$ cat config.mk
export PLATFORM = sky130hd
export DESIGN_NAME = stm_timer
export DESIGN_NICKNAME = d
export VERILOG_FILES = /design/src/inc/stm_pkg.sv /design/src/verilog/stm_sync.sv /design/src/verilog/stm_timer.sv
export SDC_FILE = /design/constraint.sdc
export NUM_CORES = 1
export LEC_CHECK = 0
export BUFFER_PORTS_ARGS = -buffer_cell sky130_fd_sc_hd__buf_4
export CAP_MARGIN = 0
export CORE_MARGIN = 4
export CORE_UTILIZATION = 35
export CTS_CLUSTER_SIZE = 25
export DETAILED_ROUTE_END_ITERATION = 8
export HOLD_SLACK_MARGIN = 0.02
export SLEW_MARGIN = 20
export SYNTH_ARGS = -nofsm -noshare
export SYNTH_HDL_FRONTEND = slang
export SYNTH_SLANG_ARGS = --single-unit
$ cat constraint.sdc
create_clock -name i_mclk -period 3.2 [get_ports i_mclk]
set_clock_uncertainty 0.1 [all_clocks]
set_input_delay 0.16 -clock i_mclk [delete_from_list [all_inputs] [get_ports i_mclk]]
set_output_delay 0.16 -clock i_mclk [all_outputs]
set_load 0.05 [all_outputs]
$ cat src/inc/stm_pkg.sv
// Constants, field layouts and carrier types of the sixteen-bit timer
package stm_pkg;
  // ==========================================================================
  // Widths
  localparam int ADDR_W = 4;
  localparam int DATA_W = 8;
  localparam int CNT_W = 16;
  localparam int PIN_W = 2;
  localparam int SYNC_W = 3;

  // ==========================================================================
  // Register offsets
  localparam logic [3:0] CTRL_OFS = 4'h0;
  localparam logic [3:0] COUNT_LOW_OFS = 4'h1;
  localparam logic [3:0] COUNT_HIGH_OFS = 4'h2;
  localparam logic [3:0] IRQ_STATUS_OFS = 4'h3;
  localparam logic [3:0] IRQ_ENABLE_OFS = 4'h4;
  localparam logic [3:0] IRQ_CLEAR_OFS = 4'h5;

  // ==========================================================================
  // Control field positions
  localparam int RUN_BIT = 0;
  localparam int SRC_BIT = 1;
  localparam int SYNC_BIT = 2;
  localparam int OSC_BIT = 3;
  localparam int PS_LO_BIT = 4;
  localparam int PS_HI_BIT = 5;
  localparam int STS_BIT = 6;
  localparam int WIDE_BIT = 7;

  // ==========================================================================
  // Interrupt bit positions
  localparam int IRQ_OVF_BIT = 0;

  // ==========================================================================
  // Reset values
  localparam logic [7:0] CTRL_RESET = 8'h00;
  localparam logic [7:0] IRQ_RESET = 8'h00;
  localparam logic [15:0] COUNT_RESET = 16'h0000;
  localparam logic [15:0] COUNT_MAX = 16'hFFFF;
  localparam logic [7:0] BYTE_ZERO = 8'h00;

  // ==========================================================================
  // Prescale codes and terminal counts
  localparam logic [1:0] PS_DIV1 = 2'h0;
  localparam logic [1:0] PS_DIV2 = 2'h1;
  localparam logic [1:0] PS_DIV4 = 2'h2;
  localparam logic [1:0] PS_DIV8 = 2'h3;
  localparam logic [2:0] PS_LAST1 = 3'h0;
  localparam logic [2:0] PS_LAST2 = 3'h1;
  localparam logic [2:0] PS_LAST4 = 3'h3;
  localparam logic [2:0] PS_LAST8 = 3'h7;

  // ==========================================================================
  // Timing: instruction cycle is the master clock divided by four
  localparam int CLK_HZ = 100_000_000;
  localparam int INSTR_DIV = 4;
  localparam logic [1:0] INSTR_LAST = 2'(INSTR_DIV - 1);

  // ==========================================================================
  // Pin indices in the synchronised input vector
  localparam int PIN_XOUT = 0;
  localparam int PIN_XIN = 1;
  localparam int OSC_IDX = 2;

  // ==========================================================================
  // Carriers
  typedef struct packed {
    logic wide;
    logic sysclk_sts;
    logic [1:0] prescale;
    logic osc_en;
    logic sync_bypass;
    logic src_ext;
    logic run;
  } stm_ctrl_type;

  typedef struct packed {
    logic [3:0] addr;
    logic [7:0] wdata;
    logic wr;
    logic rd;
  } stm_bus_req_type;
endpackage

$ cat src/verilog/stm_sync.sv
// Three-stage input synchroniser with agreement filter
`timescale 1ns/1ps
module stm_sync #(
  parameter int WIDTH = 1
) (
  input wire logic i_mclk,
  input wire logic i_rst_n,
  input wire logic i_ce,
  input wire logic [WIDTH-1:0] i_async,
  output logic [WIDTH-1:0] o_level
);
  logic [WIDTH-1:0] s1_q;
  logic [WIDTH-1:0] s2_q;
  logic [WIDTH-1:0] s3_q;
  logic [WIDTH-1:0] lvl_q;
  logic [WIDTH-1:0] agree;
  logic [WIDTH-1:0] lvl_d;

  // ==========================================================================
  // Level follows only once stage two and three agree
  assign agree = ~(s2_q ^ s3_q);
  assign lvl_d = (agree & s3_q) | (~agree & lvl_q);
  assign o_level = lvl_q;

  always_ff @(posedge i_mclk or negedge i_rst_n) begin
    if (!i_rst_n) begin
      s1_q <= '0;
      s2_q <= '0;
      s3_q <= '0;
      lvl_q <= '0;
    end else if (i_ce) begin
      s1_q <= i_async;
      s2_q <= s1_q;
      s3_q <= s2_q;
      lvl_q <= lvl_d;
    end
  end
endmodule

$ cat src/verilog/stm_timer.sv
// Sixteen-bit timer with crystal oscillator control, prescaler and overflow interrupt
//
// Operation
// - Count only while run bit set
// - Top bit selects wide or byte access
// - Bit six shows crystal drives sysclk
// - Two-bit prescale divides by one to eight
// - Bit three powers the crystal oscillator
// - Bit two bypasses external synchroniser
// - Bit one picks internal or external source
// - Advance per instruction cycle or rising edge
// - Oscillator on: pins inputs, read zero
// - Compare trigger input clears the counter
// - Counter read and written as bytes
// - Wrap to zero raises overflow event
// - Oscillator keeps running in sleep
// - Wide mode: low read latches high
// - Wide high write buffered, low loads
// - Trigger sets no flag; write wins
// - Overflow sticky flag gated by enable
//
// The address-and-strobe port and the address map were chosen for this implementation.
`timescale 1ns/1ps
module stm_timer (
  input wire logic i_mclk,
  input wire logic i_arst_n,
  input wire logic i_ce,
  input wire stm_pkg::stm_bus_req_type i_bus,
  output logic [7:0] o_rdata,
  input wire logic i_special_event_reset,
  input wire logic i_core_sleep,
  input wire logic i_sysclk_from_crystal,
  input wire logic i_crystal_osc,
  input wire logic [1:0] i_pin_in,
  input wire logic [1:0] i_pin_dout,
  input wire logic [1:0] i_osc_pin_direction_bits,
  output logic [1:0] o_pin_out,
  output logic [1:0] o_pin_oe,
  output logic [1:0] o_port_read,
  output logic o_crystal_osc_enable,
  output logic [15:0] o_count,
  output logic o_overflow,
  output logic o_irq
);
  // ==========================================================================
  // Reset release
  logic rst_s1_q;
  logic rst_s2_q;
  logic rst_n;

  always_ff @(posedge i_mclk or negedge i_arst_n) begin
    if (!i_arst_n) begin
      rst_s1_q <= 1'b0;
      rst_s2_q <= 1'b0;
    end else begin
      rst_s1_q <= 1'b1;
      rst_s2_q <= rst_s1_q;
    end
  end

  assign rst_n = rst_s2_q;

  // ==========================================================================
  // State
  stm_pkg::stm_ctrl_type ctrl_q;
  stm_pkg::stm_ctrl_type ctrl_d;
  logic [15:0] count_q;
  logic [15:0] count_d;
  logic [7:0] high_buf_q;
  logic [7:0] high_buf_d;
  logic [2:0] presc_q;
  logic [2:0] presc_d;
  logic [1:0] instr_div_q;
  logic ext_prev_q;
  logic sync_p1_q;
  logic sync_p2_q;
  logic [7:0] irq_status_q;
  logic [7:0] irq_status_d;
  logic [7:0] irq_enable_q;
  logic [7:0] rdata_q;
  logic [7:0] rdata_d;
  logic irq_q;
  logic ovf_q;
  logic [1:0] pin_out_q;
  logic [1:0] pin_oe_q;
  logic [1:0] port_read_q;
  logic [15:0] count_out_q;

  // ==========================================================================
  // Address decode
  wire wr_ctrl = i_bus.wr && (i_bus.addr == stm_pkg::CTRL_OFS);
  wire wr_low = i_bus.wr && (i_bus.addr == stm_pkg::COUNT_LOW_OFS);
  wire wr_high = i_bus.wr && (i_bus.addr == stm_pkg::COUNT_HIGH_OFS);
  wire wr_irq_en = i_bus.wr && (i_bus.addr == stm_pkg::IRQ_ENABLE_OFS);
  wire wr_irq_clr = i_bus.wr && (i_bus.addr == stm_pkg::IRQ_CLEAR_OFS);
  wire rd_low = i_bus.rd && (i_bus.addr == stm_pkg::COUNT_LOW_OFS);

  // ==========================================================================
  // Control register
  // Status bit is not stored; it is read live from the clock controller
  always_comb begin
    ctrl_d = ctrl_q;
    if (wr_ctrl) begin
      ctrl_d = stm_pkg::stm_ctrl_type'(i_bus.wdata);
      ctrl_d.sysclk_sts = 1'b0;
    end
  end

  wire [7:0] ctrl_rd = {ctrl_q.wide, i_sysclk_from_crystal,
                        ctrl_q.prescale, ctrl_q.osc_en, ctrl_q.sync_bypass,
                        ctrl_q.src_ext, ctrl_q.run};

  // ==========================================================================
  // Input synchronisers: crystal output and both oscillator pins
  logic [2:0] sync_lvl;

  stm_sync #(
    .WIDTH(stm_pkg::SYNC_W)
  ) u_sync (
    .i_mclk(i_mclk),
    .i_rst_n(rst_n),
    .i_ce(i_ce),
    .i_async({i_crystal_osc, i_pin_in}),
    .o_level(sync_lvl)
  );

  // ==========================================================================
  // Count source
  // Enabled oscillator replaces the external pin as the edge source
  wire ext_lvl = ctrl_q.osc_en ? sync_lvl[stm_pkg::OSC_IDX]
                               : sync_lvl[stm_pkg::PIN_XOUT];
  wire ext_edge = ext_lvl && !ext_prev_q;
  // Instruction clock stops while the core sleeps
  wire instr_tick = !i_core_sleep && (instr_div_q == stm_pkg::INSTR_LAST);
  // Synchronised path runs on the master clock but is gated off while the core sleeps, so it halts in sleep
  wire sync_edge = sync_p2_q && !i_core_sleep;
  wire ext_tick = ctrl_q.sync_bypass ? ext_edge : sync_edge;
  wire src_tick = ctrl_q.src_ext ? ext_tick : instr_tick;
  wire run_tick = ctrl_q.run && src_tick;

  // ==========================================================================
  // Prescaler
  logic [2:0] presc_last;

  always_comb begin
    case (ctrl_q.prescale)
      stm_pkg::PS_DIV1: presc_last = stm_pkg::PS_LAST1;
      stm_pkg::PS_DIV2: presc_last = stm_pkg::PS_LAST2;
      stm_pkg::PS_DIV4: presc_last = stm_pkg::PS_LAST4;
      stm_pkg::PS_DIV8: presc_last = stm_pkg::PS_LAST8;
      default: presc_last = stm_pkg::PS_LAST1;
    endcase
  end

  wire presc_hit = presc_q >= presc_last;
  wire count_tick = run_tick && presc_hit;
  // Any counter write clears the prescaler, except a buffered high write
  wire presc_clr = wr_low || (wr_high && !ctrl_q.wide);

  always_comb begin
    presc_d = presc_q;
    if (presc_clr || i_special_event_reset) begin
      presc_d = 3'h0;
    end else if (run_tick) begin
      presc_d = presc_hit ? 3'h0 : presc_q + 3'h1;
    end
  end

  // ==========================================================================
  // Counter and high byte buffer
  wire cnt_write = wr_low || (wr_high && !ctrl_q.wide);
  // A trigger reset swallows the tick, so no wrap is seen
  wire ovf_evt = count_tick && !cnt_write && !i_special_event_reset
                 && (count_q == stm_pkg::COUNT_MAX);

  always_comb begin
    count_d = count_q;
    high_buf_d = high_buf_q;
    if (wr_low) begin
      if (ctrl_q.wide) begin
        count_d = {high_buf_q, i_bus.wdata};
      end else begin
        count_d = {count_q[15:8], i_bus.wdata};
      end
    end else if (wr_high) begin
      if (ctrl_q.wide) begin
        high_buf_d = i_bus.wdata;
      end else begin
        count_d = {i_bus.wdata, count_q[7:0]};
      end
    end else if (i_special_event_reset) begin
      count_d = stm_pkg::COUNT_RESET;
    end else if (count_tick) begin
      count_d = count_q + 16'h0001;
    end
    if (rd_low && ctrl_q.wide) begin
      high_buf_d = count_q[15:8];
    end
  end

  // ==========================================================================
  // Interrupt status, enable and clear
  // A new overflow beats a simultaneous clear
  wire [7:0] irq_set = {7'h00, ovf_evt};
  wire [7:0] irq_clr = wr_irq_clr ? i_bus.wdata : stm_pkg::IRQ_RESET;

  assign irq_status_d = (irq_status_q & ~irq_clr) | irq_set;

  // ==========================================================================
  // Read mux
  always_comb begin
    rdata_d = stm_pkg::BYTE_ZERO;
    if (i_bus.rd) begin
      case (i_bus.addr)
        stm_pkg::CTRL_OFS: rdata_d = ctrl_rd;
        stm_pkg::COUNT_LOW_OFS: rdata_d = count_q[7:0];
        stm_pkg::COUNT_HIGH_OFS: rdata_d = ctrl_q.wide ? high_buf_q
                                                      : count_q[15:8];
        stm_pkg::IRQ_STATUS_OFS: rdata_d = irq_status_q;
        stm_pkg::IRQ_ENABLE_OFS: rdata_d = irq_enable_q;
        default: rdata_d = stm_pkg::BYTE_ZERO;
      endcase
    end
  end

  // ==========================================================================
  // Pin control
  // Enabled oscillator forces both pins to inputs reading zero
  wire [1:0] pin_oe_d = ctrl_q.osc_en ? 2'h0 : ~i_osc_pin_direction_bits;
  wire [1:0] port_read_d = ctrl_q.osc_en ? 2'h0
                                         : sync_lvl[stm_pkg::PIN_XIN:stm_pkg::PIN_XOUT];

  // ==========================================================================
  // Timebase and edge pipeline
  always_ff @(posedge i_mclk or negedge rst_n) begin
    if (!rst_n) begin
      instr_div_q <= 2'h0;
      ext_prev_q <= 1'b0;
      sync_p1_q <= 1'b0;
      sync_p2_q <= 1'b0;
    end else if (i_ce) begin
      if (!i_core_sleep) begin
        instr_div_q <= instr_div_q + 2'h1;
      end
      ext_prev_q <= ext_lvl;
      sync_p1_q <= ext_edge;
      sync_p2_q <= sync_p1_q;
    end
  end

  // ==========================================================================
  // Registers and counter
  always_ff @(posedge i_mclk or negedge rst_n) begin
    if (!rst_n) begin
      ctrl_q <= stm_pkg::stm_ctrl_type'(stm_pkg::CTRL_RESET);
    end else if (i_ce) begin
      ctrl_q <= ctrl_d;
    end
  end

  always_ff @(posedge i_mclk or negedge rst_n) begin
    if (!rst_n) begin
      count_q <= stm_pkg::COUNT_RESET;
    end else if (i_ce) begin
      count_q <= count_d;
    end
  end

  always_ff @(posedge i_mclk or negedge rst_n) begin
    if (!rst_n) begin
      high_buf_q <= stm_pkg::BYTE_ZERO;
    end else if (i_ce) begin
      high_buf_q <= high_buf_d;
    end
  end

  always_ff @(posedge i_mclk or negedge rst_n) begin
    if (!rst_n) begin
      presc_q <= 3'h0;
    end else if (i_ce) begin
      presc_q <= presc_d;
    end
  end

  always_ff @(posedge i_mclk or negedge rst_n) begin
    if (!rst_n) begin
      irq_status_q <= stm_pkg::IRQ_RESET;
    end else if (i_ce) begin
      irq_status_q <= irq_status_d;
    end
  end

  always_ff @(posedge i_mclk or negedge rst_n) begin
    if (!rst_n) begin
      irq_enable_q <= stm_pkg::IRQ_RESET;
    end else if (i_ce && wr_irq_en) begin
      irq_enable_q <= i_bus.wdata;
    end
  end

  always_ff @(posedge i_mclk or negedge rst_n) begin
    if (!rst_n) begin
      irq_q <= 1'b0;
    end else if (i_ce) begin
      irq_q <= |(irq_status_q & irq_enable_q);
    end
  end

  always_ff @(posedge i_mclk or negedge rst_n) begin
    if (!rst_n) begin
      ovf_q <= 1'b0;
    end else if (i_ce) begin
      ovf_q <= ovf_evt;
    end
  end

  // ==========================================================================
  // Output flops
  always_ff @(posedge i_mclk or negedge rst_n) begin
    if (!rst_n) begin
      rdata_q <= stm_pkg::BYTE_ZERO;
      pin_out_q <= 2'h0;
      pin_oe_q <= 2'h0;
      port_read_q <= 2'h0;
      count_out_q <= stm_pkg::COUNT_RESET;
    end else if (i_ce) begin
      rdata_q <= rdata_d;
      pin_out_q <= i_pin_dout;
      pin_oe_q <= pin_oe_d;
      port_read_q <= port_read_d;
      count_out_q <= count_d;
    end
  end

  // Oscillator enable is not gated by sleep so timekeeping survives it
  assign o_crystal_osc_enable = ctrl_q.osc_en;
  assign o_rdata = rdata_q;
  assign o_pin_out = pin_out_q;
  assign o_pin_oe = pin_oe_q;
  assign o_port_read = port_read_q;
  assign o_count = count_out_q;
  assign o_overflow = ovf_q;
  assign o_irq = irq_q;
endmodule
-- Word level (Yosys, flattened, before mapping)
Cells that the tools add are included.
- flip-flop bits (word level): 85
- bits of input ports: 27
- output and inout bits: 33
- add/sub/neg operators: 3
- magnitude comparators: 1
- eq/ne operators: 14
- mux-type cells: 23
- bitwise logic cells: 12
- reduce and logical (&&, ||, !) cells: 38
- operator list (kind ; count):
    2-to-1 mux 16 bit ; 6
    2-to-1 mux 8 bit ; 7
    case mux 8 bit (5 select lines) ; 1
    logical AND 1 bit ; 17
    adder 16 x 1 -> 16 bit (second input constant) ; 1
    AND 8 bit ; 2
    equality test 16 bit (second input constant) ; 1
    case mux 3 bit (4 select lines) ; 1
    2-to-1 mux 3 bit ; 3
    equality test 4 x 2 -> 1 bit (second input constant) ; 2
    equality test 4 x 3 -> 1 bit (second input constant) ; 2
    inverter 8 bit ; 1
    bitwise OR 8 x 1 -> 8 bit ; 1
    AND reduction 4 bit ; 2
    OR reduction 8 bit ; 1
    AND 3 bit ; 2
    equality test 2 bit (second input constant) ; 3
    inverter 3 bit ; 2
    AND reduction 2 bit ; 3
    nonzero test 2 bit ; 3
    logical NOT 1 bit ; 5
    equality test 4 x 1 -> 1 bit (second input constant) ; 1
    logical NOT 4 bit ; 1
    2-to-1 mux 2 bit ; 2
    17 further kinds ; 21

-- Longest topological paths before layout
- depth after elaboration: 10
- gate-level depth with buffers: 8

-- Modules after synthesis
From an unflattened synthesis, not the netlist that was laid out.
- cell total of the unflattened synthesis: 481
- area total of the unflattened synthesis: 4780.8 um^2
- modules (own cells, without submodules) (module ; times used ; cells each ; area an instance (um^2)):
    stm_timer ; 1 ; 445 ; 4267.8
    stm_sync ; 1 ; 36 ; 513.0

-- Least setup slack after synthesis
No wires, ideal clock.
- kind: flip-flop to flip-flop
- from: register ctrl_q[5] (netlist bit)
- to: register count_out_q[0] (netlist: o_count[0])
- setup time: 0.125 ns
- data arrival time: 2.186 ns
- required time: 2.975 ns
- setup slack: 0.789 ns
- cell stages (with the launch flop): 9
- period minus slack after synthesis: 2.411 ns
- path through: dfrtp_1 or2_2 ha_1 nor2b_1 o21ai_1 a311oi_4 or2_1 buf_6 mux2_4
- cells in the longest elaborated chain, start to end: 6
- elaborated cells between the ends (all ways): 9
- RTL lines (element ; RTL line ; text):
    start, declared ; stm_timer.sv:65 ; stm_pkg::stm_ctrl_type ctrl_q;
    start signal, assigned ; stm_timer.sv:255 ; ctrl_q <= stm_pkg::stm_ctrl_type'(stm_pkg::CTRL_RESET);
    start signal, assigned ; stm_timer.sv:257 ; ctrl_q <= ctrl_d;
    equality test 2 bit, or another cell as far along ; stm_timer.sv:146 ; case (ctrl_q.prescale)
    case mux 3 bit (4 select lines) (*) ; stm_timer.sv:146 ;
    greater-or-equal comparator 3 bit (*) ; stm_timer.sv:155 ; wire presc_hit = presc_q >= presc_last;
    logical AND 1 bit (*) ; stm_timer.sv:156 ; wire count_tick = run_tick && presc_hit;
    nonzero test 3 bit (no source line) (*) ; -- ;
    AND reduction 3 bit (no source line) (*) ; -- ;
    end signal, assigned ; stm_timer.sv:325 ; count_out_q <= stm_pkg::COUNT_RESET;
    end signal, assigned ; stm_timer.sv:331 ; count_out_q <= count_d;
    end, declared ; stm_timer.sv:87 ; logic [15:0] count_out_q;
Mark *: on every way between the ends. The rest lies on a longest branch, timed or not.
A chain may end at the register's enable or synchronous reset.

-- Final worst setup path
- from: register ctrl_q[5] (netlist bit)
- to: register count_out_q[1] (netlist: o_count[1])
Same word-level chain as after synthesis.

==> flow_metrics.tcl <==
set metrics [dict create \
    cts_sinks 85 \
    timing.final.setup_violations 0 \
    dr_total_vias 4198 \
    synth-async-reset-ratio_pct 100 \
    critical_path.endpoint_type "flop" \
    drive_above_1_share_pct 22.1 \
    achievable-frequency_mhz 367 \
    synth-xor-area-share_pct 0.367 \
    ys_warn_count 0 \
    post_synth_inst_count 477 \
    clock-root-buffer "sky130_fd_sc_hd__clkbuf_16" \
    rsz0062_at_grt "false" \
    synth_top_area_share_pct 44.6 \
    min_path_type "in -> reg" \
    whs_ns 0.0406 \
    io_buffers 59 \
    crit_path_max_incr_delay_ns 0.49 \
    hold_violations 0 \
    static-leakage-power_uw 0.00251 \
    syn-cell-area_mm2 0.00477 \
    critical-path-slowest-cell "sky130_fd_sc_hd__a311oi_4" \
    holdPathStages 3 \
    syn-mean-instance-area_um2 10.0 \
    synth.area.mux_share_pct 11.1 \
    first_pass_grt_wire_length_um 23500 \
    cts_made_buffers 9 \
    timing.slew.headroom_pct 33.5 \
    path_clk_slew_ns 0.07 \
    clkLatencyLatePin_ns 0.35 \
    globalplace.congestion 0.905 \
    outcome "complete, no violations" \
    cp.buffers_inverters 0 \
    vdd.ir_drop.worst_mv 0.355 \
    path_class "reg -> reg" \
    area.sequential_mm2 0.00213 \
    synthSimpleGateAreaFrac_pct 15.4 \
    pin_count_of_the_biggest_net_entering_global_routing 84 \
    area_growth_pct 22.9 \
    post-synth-top-area-cell "sky130_fd_sc_hd__dfrtp_1" \
    min_period_ns 2.72 \
    detailed_place_hpwl_um 10300 \
    first_global_vias 4352 \
    yosys-top-cells-count "sky130_fd_sc_hd__dfrtp_1, sky130_fd_sc_hd__o21ai_0, sky130_fd_sc_hd__nand2_1" \
    die_area_mm2 0.0156 \
    largest_family_of_logic_cells_by_synthesized_area "compound AO/OA/AOI/OAI gates" \
    area_contributors_post_synth "sky130_fd_sc_hd__dfrtp_1, sky130_fd_sc_hd__mux2_2, sky130_fd_sc_hd__o21ai_0" \
    num_rows 42 \
    die_w_um 125 \
    synth-compound-area-share_pct 23.3 \
    drt_wl_total_um 14600 \
    cp_data_required_time_ns 3.33 \
    layout.core_utilization_pct 44.1 \
    worstRegToRegCells 7 \
    n_fill_cell 1288 \
    library_cell_with_the_highest_instance_count_after_synthesis "sky130_fd_sc_hd__dfrtp_1" \
    first_pass_iters 4 \
    initial_core_util_pct 35.9 \
    core_mm2 0.0133 \
    synth-edff-count 0 \
    slew_viol_final 0 \
    critical_path_cell_count 7 \
    critical_path_peak_fanout 8 \
    post_synth_num_cell_types 64 \
    post_drt_via_cell_ratio 5.83 \
    clock_tree.htree_level_count 3 \
    dominantRegCellSynth "sky130_fd_sc_hd__dfrtp_1" \
    route.antenna.remaining_nets 0 \
    worst_path_dominant_cell_family "simple AND/OR/NAND/NOR gates" \
    dieHeight_um 125 \
    grt-ovfl-total 0 \
    number_of_antenna_violations_at_the_first_check_in_global_routing 1 \
    global_route.usage.total_pct 19.2 \
    arrival_time_at_the_worst_endpoint_ns 2.85 \
    design_power_total_uw 3400 \
    synth.net_count 510 \
    io_pins 60 \
    ctsResizeCount 0 \
    max-clock-path-buffers 2 \
    drt_first_iter_violations 317 \
    synth_adder_area_share_pct 1.57 \
    crit_chain "or2_2 > ha_1 > nor2b_1 > o21ai_1 > a311oi_4 > or2_1 > mux2_4" \
    finish.net_count 572 \
    cts_tree "built" \
    antenna_cells_inserted 0 \
    routedWlPerCell_um 20.3 \
    setup_total_negative_slack_ns 0 \
    power_per_cell_area_mw_per_mm2 580 \
    setup_crit_start_kind "flop" \
    drc_errors 0 \
    ys_seq_area_share_pct 44.6 \
    worstMarginPinSlew_ns 0.991 \
    max_cap_viol_count 0 \
    multi_input_comb_area_mm2 0.00247 \
    post-route-period-util_pct 85.1 \
    postSynthRegisterBits 85 \
]
## state kept, by name (all words and copies together) (netlist names), 3 cells and up, named ones only
name / count
u_sync.s3_q: 3
irq_status_q: 8
presc_q: 3
o_rdata: 8
ctrl_q: 6
u_sync.s1_q: 3
high_buf_q: 8
u_sync.s2_q: 3
irq_enable_q: 8
o_count: 16
## per-layer routing
layer | track usage (%) | routed length (µm)
met5 | 0 | 20
met4 | 8.25 | 500
met3 | 6.39 | 1100
met2 | 30.2 | 6870
met1 | 24.0 | 6140
## what timing repair did
action,4_1_cts,5_1_grt
hold buffers,15,0
hold endpoints to repair,15,0
setup buffers,0,0
## cell type report
type                       count  area share (%)
clock buffer                   9            3.84
inverter                      13           0.832
tap                          176            3.75
timing repair buffer          78            11.0
sequential                    85            36.3
clock inverter                 7            2.18
multi-input combinational    352            42.1
## final timing paths
kind                         startpoint  slack, ns              end
max in group asynchronous         rst_n       2.24       presc_q[0]
min                        i_core_sleep       0.04   instr_div_q[0]
min reg2reg                       rst_n       0.16  irq_enable_q[2]
max reg2reg                   ctrl_q[5]       0.48       o_count[1]
max                           ctrl_q[5]       0.48       o_count[1]
min in group asynchronous         rst_n       0.16  irq_enable_q[2]
## cell families after synthesis
logic type,count (synthesis)
compound gates,164
xor+xnor,2
fa+ha+maj,6
buf+inv,40
flops,85
mux,48
other cells,1
simple gates,131
## report_power, final
part	switching [µW]	internal, µW
sequential	184	1220
clock	474	777
combinational	444	302
## worst reg2reg max path: cells and delay by family, from the launching register on
family | cells | cell delay, ns
multiplexers | 1 | 0.34
flip-flops | 1 | 0.42
AO/OA/AOI/OAI | 2 | 0.68
AND/OR/NAND/NOR | 3 | 0.80
adder cells (fa/ha/maj) | 1 | 0.27
## layout by cell type (no fill, tap or decap), types with 4 or more instances in the layout
cell type,count
sky130_fd_sc_hd__nand3_1,10
sky130_fd_sc_hd__a31oi_1,8
sky130_fd_sc_hd__dfrtp_1,84
sky130_fd_sc_hd__nand2b_1,15
sky130_fd_sc_hd__buf_4,62
sky130_fd_sc_hd__mux2_2,30
sky130_fd_sc_hd__clkbuf_16,9
sky130_fd_sc_hd__nand4_1,6
sky130_fd_sc_hd__dlygate4sd3_1,15
sky130_fd_sc_hd__a21o_1,6
sky130_fd_sc_hd__nand2_1,34
sky130_fd_sc_hd__a21boi_0,7
sky130_fd_sc_hd__ha_1,6
sky130_fd_sc_hd__nand3b_1,4
sky130_fd_sc_hd__mux2i_1,16
sky130_fd_sc_hd__and3_1,4
sky130_fd_sc_hd__nor3_1,6
sky130_fd_sc_hd__nor2_1,19
sky130_fd_sc_hd__nor2b_1,9
sky130_fd_sc_hd__a22o_1,4
sky130_fd_sc_hd__o221ai_1,7
sky130_fd_sc_hd__o22ai_1,8
sky130_fd_sc_hd__inv_1,13
sky130_fd_sc_hd__a22oi_1,18
sky130_fd_sc_hd__o21ai_0,43
sky130_fd_sc_hd__a21oi_1,28
sky130_fd_sc_hd__and4_1,5
## metrics by stage
step / area, µm² / instances / setup slack (ns)
6_report: 5870 / 720 / 0.478
5_1_grt: 5870 / 720 / 0.354
4_1_cts: 5840 / 719 / 0.495
3_5_place_dp: 5340 / 688 / 0.504
3_3_place_gp: 5340 / 688 / 0.603
2_1_floorplan: 4770 / 477 / 0.557
(Power assumes the default switching activity.)
